**config.mk**
```make
export PLATFORM = sky130hd
export DESIGN_NAME = ctxbe_element
export DESIGN_NICKNAME = d
export VERILOG_FILES = /design/src/ctxbe_pkg.sv /design/src/ctxbe_map_if.sv /design/src/ctxbe_element.sv /design/src/ctxbe_slot_map.sv
export VERILOG_INCLUDE_DIRS = /design/src
export SDC_FILE = /design/constraint.sdc
export NUM_CORES = 1
export LEC_CHECK = 0
export BUFFER_PORTS_ARGS = -buffer_cell sky130_fd_sc_hd__buf_4
export CAP_MARGIN = 10
export CORE_UTILIZATION = 51
export DETAILED_ROUTE_END_ITERATION = 8
export PLACE_DENSITY = 0.77
export RECOVER_POWER = 100
export SLEW_MARGIN = 0
export SYNTH_ARGS = -nofsm -noshare
export SYNTH_HDL_FRONTEND = slang
export SYNTH_SLANG_ARGS = --single-unit
```
**constraint.sdc**
```tcl
create_clock -name sys_clk -period 4.2 [get_ports sys_clk]
set_input_delay 0.63 -clock sys_clk [delete_from_list [all_inputs] [get_ports sys_clk]]
set_output_delay 0.63 -clock sys_clk [all_outputs]
set_load 0.02 [all_outputs]
```
**src/ctxbe_regs.svh**
```systemverilog
/*
 * Constants for the transmit buffer element decoder: element word fields,
 * header length, classic length limit and the largest element data field size in bytes and words.
 * Assumes it is included by its bare name from the design files.
 */
`ifndef CTXBE_REGS_SVH
`define CTXBE_REGS_SVH

`define CTXBE_W0_ESI 31
`define CTXBE_W0_EXT_ID 30
`define CTXBE_W0_RTR 29
`define CTXBE_ID_HI 28
`define CTXBE_STD_LO 18
`define CTXBE_W1_MARK_HI 31
`define CTXBE_W1_MARK_LO 24
`define CTXBE_W1_EVT_STORE 23
`define CTXBE_W1_FDF 21
`define CTXBE_W1_BRS 20
`define CTXBE_W1_DLC_HI 19
`define CTXBE_W1_DLC_LO 16
`define CTXBE_HDR_WORDS 2
`define CTXBE_MAX_DATA_BYTES 64
`define CTXBE_MAX_DATA_WORDS 16
`define CTXBE_CLASSIC_MAX_DLC 4'h8

`endif

```
**src/ctxbe_pkg.sv**
```systemverilog
/*
 * Types shared by the element decoder files.
 * Assumes ctxbe_regs.svh is on the include path.
 */
package ctxbe_pkg;
    typedef logic [31:0] ctxbe_word_t;
    typedef logic [2:0] ctxbe_esz_t;
    typedef enum logic [1:0] {
        CTXBE_IDLE = 2'b00,
        CTXBE_HDR0 = 2'b01,
        CTXBE_HDR1 = 2'b11,
        CTXBE_DATA = 2'b10
    } ctxbe_state_e;
    // Decoded frame header handed to the bit-stream framer
    typedef struct packed {
        logic esi;
        logic extended;
        logic remote;
        logic fd;
        logic brs;
        logic efc;
        logic [28:0] id;
        logic [7:0] marker;
        logic [3:0] dlc;
    } ctxbe_hdr_s;
endpackage : ctxbe_pkg

```
**src/ctxbe_map_if.sv**
```systemverilog
/*
 * Interface carrying the element placement query between the top and the
 * slot mapper. Assumes both ends run on sys_clk.
 */
`timescale 1ns/1ps
interface ctxbe_map_if #(parameter int IDX_W = 5);
    logic [IDX_W-1:0] index;
    logic [IDX_W:0] ded_count;
    logic [IDX_W:0] fq_size;
    logic is_dedicated;
    logic is_fifo_queue;
    logic in_range;
    modport requester (output index, output ded_count, output fq_size,
        input is_dedicated, input is_fifo_queue, input in_range);
    modport mapper (input index, input ded_count, input fq_size,
        output is_dedicated, output is_fifo_queue, output in_range);
endinterface : ctxbe_map_if

```
**src/ctxbe_element.sv**
```systemverilog
/*
 * Transmit buffer element reader. Fetches one element word by word from the
 * message memory, decodes the header for the framer, emits payload bytes in
 * ascending order and returns the marker byte for the event FIFO.
 * Assumes a memory answering one word per mem_req after any wait, synchronous
 * inputs, and a framer that takes one byte per byte_ready cycle.
 */
`timescale 1ns/1ps
`include "ctxbe_regs.svh"
module ctxbe_element #(
    parameter int IDX_W = 5,
    parameter int ADDR_W = 12
) (
    input wire logic sys_clk,
    input wire logic reset,
    input wire logic start,
    input wire logic [IDX_W-1:0] element_index,
    input wire logic [ADDR_W-1:0] section_base,
    input wire logic [IDX_W:0] dedicated_tx_buffer_count,
    input wire logic [IDX_W:0] tx_fifo_queue_size,
    input wire ctxbe_pkg::ctxbe_esz_t tx_element_size_config,
    input wire logic fd_operation_enable,
    input wire logic error_passive,
    input wire logic byte_ready,
    input wire ctxbe_pkg::ctxbe_word_t mem_rdata,
    input wire logic mem_rvalid,
    output logic mem_req,
    output logic [ADDR_W-1:0] mem_addr,
    output logic busy,
    output logic slot_error,
    output logic slot_is_fifo_queue,
    output logic hdr_valid,
    output ctxbe_pkg::ctxbe_hdr_s hdr,
    output logic byte_valid,
    output logic [7:0] payload_byte,
    output logic last_byte,
    output logic event_valid,
    output logic [7:0] event_marker
);
    import ctxbe_pkg::*;

    ctxbe_state_e state_q, state_d;
    ctxbe_word_t w0_q, data_q;
    ctxbe_hdr_s hdr_d;
    logic [6:0] bytes_left_q, nbytes, esz_bytes, send_bytes;
    logic [1:0] lane_q, lane_next;
    logic [7:0] lane_byte_next;
    logic [ADDR_W-1:0] elem_base, word_addr_q;
    logic [ADDR_W-1:0] elem_words;
    logic remote_eff, fd_eff, word_taken, byte_go;

    ctxbe_map_if #(.IDX_W(IDX_W)) map_bus ();
    assign map_bus.index = element_index;
    assign map_bus.ded_count = dedicated_tx_buffer_count;
    assign map_bus.fq_size = tx_fifo_queue_size;
    ctxbe_slot_map #(.IDX_W(IDX_W)) u_map (.m(map_bus));

    // Element stride from size config: 8,12,16,20,24,32,48,64 data bytes
    always_comb begin
        case (tx_element_size_config)
            3'h0: esz_bytes = 7'h08;
            3'h1: esz_bytes = 7'h0c;
            3'h2: esz_bytes = 7'h10;
            3'h3: esz_bytes = 7'h14;
            3'h4: esz_bytes = 7'h18;
            3'h5: esz_bytes = 7'h20;
            3'h6: esz_bytes = 7'h30;
            default: esz_bytes = 7'(`CTXBE_MAX_DATA_BYTES);
        endcase
    end
    assign elem_words = ADDR_W'(`CTXBE_HDR_WORDS) + ADDR_W'(esz_bytes[6:2]);
    assign elem_base = section_base + ADDR_W'(element_index) * elem_words;

    // Length code to byte count; FD codes only count when FD is really sent
    always_comb begin
        if (!fd_eff || mem_rdata[`CTXBE_W1_DLC_HI:`CTXBE_W1_DLC_LO] <= `CTXBE_CLASSIC_MAX_DLC) begin
            nbytes = (mem_rdata[`CTXBE_W1_DLC_HI:`CTXBE_W1_DLC_LO] > `CTXBE_CLASSIC_MAX_DLC) ? 7'h08
                : 7'(mem_rdata[`CTXBE_W1_DLC_HI:`CTXBE_W1_DLC_LO]);
        end else begin
            case (mem_rdata[`CTXBE_W1_DLC_HI:`CTXBE_W1_DLC_LO])
                4'h9: nbytes = 7'h0c;
                4'ha: nbytes = 7'h10;
                4'hb: nbytes = 7'h14;
                4'hc: nbytes = 7'h18;
                4'hd: nbytes = 7'h20;
                4'he: nbytes = 7'h30;
                default: nbytes = 7'h40;
            endcase
        end
    end

    // Header decode from word 0 (held) and word 1 (arriving)
    assign remote_eff = w0_q[`CTXBE_W0_RTR];
    assign fd_eff = fd_operation_enable && mem_rdata[`CTXBE_W1_FDF] && !remote_eff;
    assign send_bytes = remote_eff ? 7'h00 : ((nbytes > esz_bytes) ? esz_bytes : nbytes);
    always_comb begin
        hdr_d.esi = fd_eff && (w0_q[`CTXBE_W0_ESI] | error_passive);
        hdr_d.extended = w0_q[`CTXBE_W0_EXT_ID];
        hdr_d.remote = remote_eff;
        hdr_d.fd = fd_eff;
        hdr_d.brs = fd_eff && mem_rdata[`CTXBE_W1_BRS];
        hdr_d.efc = mem_rdata[`CTXBE_W1_EVT_STORE];
        hdr_d.dlc = mem_rdata[`CTXBE_W1_DLC_HI:`CTXBE_W1_DLC_LO];
        hdr_d.marker = mem_rdata[`CTXBE_W1_MARK_HI:`CTXBE_W1_MARK_LO];
        // Standard id lives in 28:18, right-justified for the framer
        hdr_d.id = w0_q[`CTXBE_W0_EXT_ID] ? w0_q[`CTXBE_ID_HI:0]
            : {18'h00000, w0_q[`CTXBE_ID_HI:`CTXBE_STD_LO]};
    end

    assign word_taken = mem_rvalid && mem_req;
    assign byte_go = byte_valid && byte_ready;

    // Sequencer: word 0, word 1, then payload words
    always_comb begin
        state_d = state_q;
        case (state_q)
            CTXBE_IDLE: if (start && map_bus.in_range) state_d = CTXBE_HDR0;
            CTXBE_HDR0: if (word_taken) state_d = CTXBE_HDR1;
            CTXBE_HDR1: if (word_taken) state_d = (send_bytes == 7'h00) ? CTXBE_IDLE : CTXBE_DATA;
            CTXBE_DATA: if (byte_go && bytes_left_q == 7'h01) state_d = CTXBE_IDLE;
            default: state_d = CTXBE_IDLE;
        endcase
    end

    always_ff @(posedge sys_clk) begin
        if (reset) state_q <= CTXBE_IDLE;
        else state_q <= state_d;
    end

    // Memory request side; one word fetched per four bytes sent
    always_ff @(posedge sys_clk) begin
        if (reset) begin
            mem_req <= 1'b0;
            mem_addr <= '0;
            word_addr_q <= '0;
        end else if (state_q == CTXBE_IDLE && start && map_bus.in_range) begin
            mem_req <= 1'b1;
            mem_addr <= elem_base;
            word_addr_q <= elem_base;
        end else if (word_taken) begin
            mem_req <= (state_q == CTXBE_HDR0) || (state_q == CTXBE_HDR1 && send_bytes != 7'h00);
            mem_addr <= word_addr_q + 1'b1;
            word_addr_q <= word_addr_q + 1'b1;
        end else if (byte_go && lane_q == 2'h3 && bytes_left_q != 7'h01) begin
            mem_req <= 1'b1; // Next payload word only once the current one is drained
        end
    end

    // Header capture, status and event marker
    always_ff @(posedge sys_clk) begin
        if (reset) begin
            w0_q <= '0;
            hdr <= '0;
            hdr_valid <= 1'b0;
            event_valid <= 1'b0;
            event_marker <= 8'h00;
            slot_error <= 1'b0;
            slot_is_fifo_queue <= 1'b0;
            busy <= 1'b0;
        end else begin
            hdr_valid <= 1'b0;
            event_valid <= 1'b0;
            busy <= (state_d != CTXBE_IDLE);
            if (state_q == CTXBE_IDLE && start) begin
                slot_error <= !map_bus.in_range;
                slot_is_fifo_queue <= map_bus.is_fifo_queue;
            end
            if (state_q == CTXBE_HDR0 && word_taken) w0_q <= mem_rdata;
            if (state_q == CTXBE_HDR1 && word_taken) begin
                hdr <= hdr_d;
                hdr_valid <= 1'b1;
                event_valid <= 1'b1;
                event_marker <= hdr_d.marker;
            end
        end
    end

    // Payload bytes leave lowest lane first; the byte is registered so the framer never sees the lane mux
    assign lane_next = lane_q + 2'h1;
    assign lane_byte_next = data_q[8*lane_next +: 8];
    always_ff @(posedge sys_clk) begin
        if (reset) begin
            data_q <= '0;
            lane_q <= 2'h0;
            payload_byte <= 8'h00;
            bytes_left_q <= 7'h00;
            byte_valid <= 1'b0;
            last_byte <= 1'b0;
        end else begin
            if (state_q == CTXBE_HDR1 && word_taken) bytes_left_q <= send_bytes;
            if (state_q == CTXBE_DATA && word_taken) begin
                data_q <= mem_rdata;
                lane_q <= 2'h0;
                payload_byte <= mem_rdata[7:0];
                byte_valid <= 1'b1;
                last_byte <= (bytes_left_q == 7'h01);
            end else if (byte_go) begin
                bytes_left_q <= bytes_left_q - 7'h01;
                lane_q <= lane_next;
                payload_byte <= lane_byte_next;
                byte_valid <= (lane_q != 2'h3) && (bytes_left_q != 7'h01);
                last_byte <= (bytes_left_q == 7'h02);
            end
        end
    end

    // Checks
    property p_esi_or;
        @(posedge sys_clk) disable iff (reset)
        hdr_valid && hdr.fd |-> hdr.esi == ($past(w0_q[`CTXBE_W0_ESI]) | $past(error_passive));
    endproperty
    a_esi_or: assert property (p_esi_or) else $error("esi not or of request and passive");
    property p_passive_recessive;
        @(posedge sys_clk) disable iff (reset)
        hdr_valid && hdr.fd && $past(error_passive) |-> hdr.esi;
    endproperty
    a_passive_recessive: assert property (p_passive_recessive) else $error("passive node sent esi dominant");
    property p_remote_classic;
        @(posedge sys_clk) disable iff (reset) hdr_valid && hdr.remote |-> !hdr.fd && !hdr.brs;
    endproperty
    a_remote_classic: assert property (p_remote_classic) else $error("remote frame sent as fd");
    property p_rtr_bit;
        @(posedge sys_clk) disable iff (reset) hdr_valid |-> hdr.remote == $past(w0_q[`CTXBE_W0_RTR]);
    endproperty
    a_rtr_bit: assert property (p_rtr_bit) else $error("frame type does not follow bit 29");
    property p_std_id;
        @(posedge sys_clk) disable iff (reset)
        hdr_valid && !hdr.extended |-> hdr.id == {18'h00000, $past(w0_q[`CTXBE_ID_HI:`CTXBE_STD_LO])};
    endproperty
    a_std_id: assert property (p_std_id) else $error("standard id not taken from 28:18");
    property p_marker;
        @(posedge sys_clk) disable iff (reset)
        hdr_valid |-> event_valid && event_marker == $past(mem_rdata[`CTXBE_W1_MARK_HI:`CTXBE_W1_MARK_LO]);
    endproperty
    a_marker: assert property (p_marker) else $error("marker not copied to event");
    property p_base;
        @(posedge sys_clk) disable iff (reset)
        state_q == CTXBE_IDLE && start && map_bus.in_range |=> mem_req && mem_addr == $past(elem_base);
    endproperty
    a_base: assert property (p_base) else $error("element fetch address wrong");
    property p_ded_first;
        @(posedge sys_clk) disable iff (reset)
        state_q == CTXBE_IDLE && start && {1'b0, element_index} < dedicated_tx_buffer_count |=> !slot_is_fifo_queue;
    endproperty
    a_ded_first: assert property (p_ded_first) else $error("dedicated slot classed as fifo");
    property p_byte_cap;
        @(posedge sys_clk) disable iff (reset)
        hdr_valid && hdr.fd && hdr.dlc == 4'hf && tx_element_size_config == 3'h7
        |-> bytes_left_q == 7'(`CTXBE_MAX_DATA_BYTES);
    endproperty
    a_byte_cap: assert property (p_byte_cap) else $error("largest element does not hold 64 bytes");
    property p_lane_order;
        @(posedge sys_clk) disable iff (reset) byte_go && !last_byte |=> lane_q == $past(lane_q) + 2'h1;
    endproperty
    a_lane_order: assert property (p_lane_order) else $error("bytes not ascending");
    c_remote: cover property (@(posedge sys_clk) hdr_valid && hdr.remote);
    c_fd_ext: cover property (@(posedge sys_clk) hdr_valid && hdr.fd && hdr.extended);
    c_last: cover property (@(posedge sys_clk) byte_go && last_byte);
    c_fifo: cover property (@(posedge sys_clk) hdr_valid && slot_is_fifo_queue);
endmodule : ctxbe_element

```
**src/ctxbe_slot_map.sv**
```systemverilog
/*
 * Classifies a transmit element index as dedicated buffer or FIFO/queue slot.
 * Assumes the configuration fields are static while a frame is read.
 */
`timescale 1ns/1ps
module ctxbe_slot_map #(parameter int IDX_W = 5) (
    ctxbe_map_if.mapper m
);
    import ctxbe_pkg::*;
    logic [IDX_W:0] idx_ext;
    logic [IDX_W+1:0] fq_end;
    // Dedicated buffers first, the FIFO/queue block right after them
    assign idx_ext = {1'b0, m.index};
    assign fq_end = {1'b0, m.ded_count} + {1'b0, m.fq_size};
    assign m.is_dedicated = idx_ext < m.ded_count;
    assign m.is_fifo_queue = !m.is_dedicated && ({1'b0, idx_ext} < fq_end);
    assign m.in_range = m.is_dedicated || m.is_fifo_queue;
endmodule : ctxbe_slot_map

```
==> results.ini <==
[power]
p_leak_nw = 3.775
max-vdd-ir-drop_mv = 0.3090
p_total_w = 0.004028
power_density_mw_per_mm2 = 409.1

[clocking]
cts_tree = yes
clock-root-buffer = clkbuf_16
clockBufferDepth = 2
clock-sinks = 149
cts_inserted_buffers = 17
cts_hold_buf = 0
clk_pin_slew_ns = 0.05
clk_latency_ns = 0.42
htree_num_levels = 4

[drt]
via_per_inst = 5.416
wirelength_um = 20750
first_iter_violations = 563
drc = 0
vias = 7198
drt_pass1_iterations = 5
wire_per_inst_um = 15.61
ant_nets = 0

[setup_path]
cp_slowest_cell = fa_1
crit_path_max_incr_delay_ns = 0.53
cp.required_ns = 4.53
worst-setup-path-type = in2reg
critPathMaxFanout = 5
worst_setup_path_start_kind = input port
crit_arrival_ns = 4.50
cp_cell_sequence = buf_8 -> mux2i_4 -> inv_2 -> ha_4 -> xor2_4 -> nor2b_2 -> fa_1 -> inv_1 -> fa_1 -> fa_1 -> inv_2 -> ha_4 -> nor2b_4 -> o2111ai_2 -> nand3_2 -> nor4_4 -> o31a_1 -> nor3_1 -> a211oi_1
cpMostUsedCell = fa_1
cp-end-kind = flop

[cells_and_area]
nets = 1243
area_delta_synth_final_pct = 22.49
n_antenna_cell = 0
fin_area_sq_mm = 0.009846
drive_gt1_share_pct = 16.64
fin_cells = 1329

[job]
cap_violations = 4

[yosys]
yosysTopAreaCell = dfxtp_1
yosys_most_used_dff = dfxtp_1
yosysWarnings = 0
synth.top_cell.area_share_pct = 37.11
avgSynthCellArea_sq_um = 8.303
yosys.cell_count.top_type = nand2_1
synth_area_leaders = dfxtp_1 37%, nand2_1 10%, a21oi_1 8.2%, ha_1 7.0%, fa_1 5.5%
synth_edf_count = 0
postSynthCellCount = 968
yosysSeqAreaShare_pct = 37.11
yosysUniqueCellTypes = 55
ys_ff_latch = 149
synth_area_sq_mm = 0.008038
ys_async_sr_fraction_pct = 0
synth_commonest_cells = 215 x nand2_1, 149 x dfxtp_1, 131 x a21oi_1

[timing]
finalClockSkew_ns = 0.009982
post-route-min-period_ns = 4.170
final_hold_viol_count = 0
fmax_mhz = 239.8
period_share_pct = 99.29
drv_slew = 150
slew-limit-headroom_pct = -85.48
layout_setup_ws_ns = 0.02967
tightest_slew_ns = 2.772
final-setup-viol-count = 0
rsz0062_at_grt = yes

[run_status]
status = finished, violations left
violations = capacitance limit, slew limit

[die]
die_w_um = 127.5
rows = 45
num_io_pins = 154
chipHeight_um = 127.5
die-area_sq_mm = 0.01627
initial_core_util_pct = 52.48
core-area_sq_mm = 0.01531

[placement]
port-buffer-count = 153
dp_slack_ns = -0.4327
hpwl_um = 14850
place_area_sq_mm = 0.009448
placedCellCount = 1293
gp_congestion = 0.8582

[global_routing]
antenna_found_initial = 0
grt_max_degree = 94
grt_pass1_vias = 6554
grt_overflow = 0
grt_pass1_wl_um = 32760
grt_usage_pct = 25.81

[worst_hold_path]
worstHoldPathType = reg2reg

==> logic make-up (layout without fill, tap and decap cells) <==
logic type	Yosys count	count (layout)	synth area share (%)
and+or+nand+nor	365	365	19.69
AOI/OAI and AO/OA	200	200	15.21
DFF	149	149	37.11
buffers and inverters	122	269	6.569
adders and majority gates	67	67	12.48
muxes	38	38	6.118
xor gates and xnor gates	25	25	2.724
other	2	5	0.09343
==> critical path: cells and delay by family <==
family,cells,cell delay (ns)
adder cells (fa/ha/maj),5,1.86
AND/OR/NAND/NOR,5,0.69
AO/OA/AOI/OAI,3,0.59
buffers and inverters,4,0.24
multiplexers,1,0.23
XOR/XNOR,1,0.23
==> cells in the final DEF (no fill, tap or decap), types with 18 or more instances in the layout <==
cell type  synthesis  final
nand2_1          215    215
and2_1            20     18
inv_1             54     50
mux2i_1           21     20
buf_4             11     93
a21oi_1          131    131
clkbuf_1          36     90
nor2_1            47     44
nand3_1           34     32
fa_1              22     21
ha_1              45     39
dfxtp_1          149    149
==> flip-flops by register name, indices dropped and copies added, names as in the netlist, 7 cells and up <==
signal,cells
event_marker,8
data_q,32
hdr,39
w0_q,32
word_addr_q,12
bytes_left_q,7
payload_byte,8
==> per-stage QoR <==
step | TNS, ns | hold WS, ns | util [%]
final | 0 | 0.4494 | 64.29
after global routing | -0.2244 | 0.4679 | 64.29
after CTS | 0 | 0.4542 | 65.56
after detailed placement | -1.741 | 0.4466 | 61.69
after global placement | -1.314 | 0.4400 | 61.69
after floorplan | -0.01872 | 0.4331 | -
==> power breakdown <==
group          total, W  internal [W]  switching [W]
Combinational   0.00103      0.000488       0.000540
Sequential      0.00150       0.00145      0.0000456
Clock           0.00150      0.000940       0.000563
Total           0.00403       0.00288        0.00115
==> final cells by class <==
| cell class | instances | area [sq um] |
|---|---|---|
| Clock inverter | 6 | 92.59 |
| Timing Repair Buffer | 183 | 1071 |
| Sequential cell | 149 | 2983 |
| Clock buffer | 26 | 499.2 |
| Tap cell | 211 | 264.0 |
| Inverter | 54 | 202.7 |
| Multi-Input combinational cell | 700 | 4733 |
| Fill cell | 1402 | 5469 |
==> timing repair <==
action,4_1_cts,5_1_grt
pin swaps,1,15
gates resized for setup,0,22
buffers inserted,0,4
endpoints found under the setup margin,1,4
==> final timing paths <==
path | start | end | slack [ns] | cells past startpoint
worst max-delay path | tx_element_size_config[2] | word_addr_q[10] | 0.03 | 19
worst min-delay path | hdr[37] | hdr[37] | 0.45 | 2
worst max register to register | state_q[1] | hdr[13] | 0.36 | 5
worst min register to register | hdr[37] | hdr[37] | 0.45 | 2
==> per-layer routing <==
layer | vias to the layer above | global-route usage [%] | wire [um]
met5 | - | 0 | 0
met4 | 0 | 9.244 | 530
met3 | 42 | 4.564 | 1161
met2 | 247 | 42.98 | 9964
met1 | 3381 | 33.59 | 9093
li1 | 3528 | - | -
Note: power is estimated with default switching activity, not from simulation.
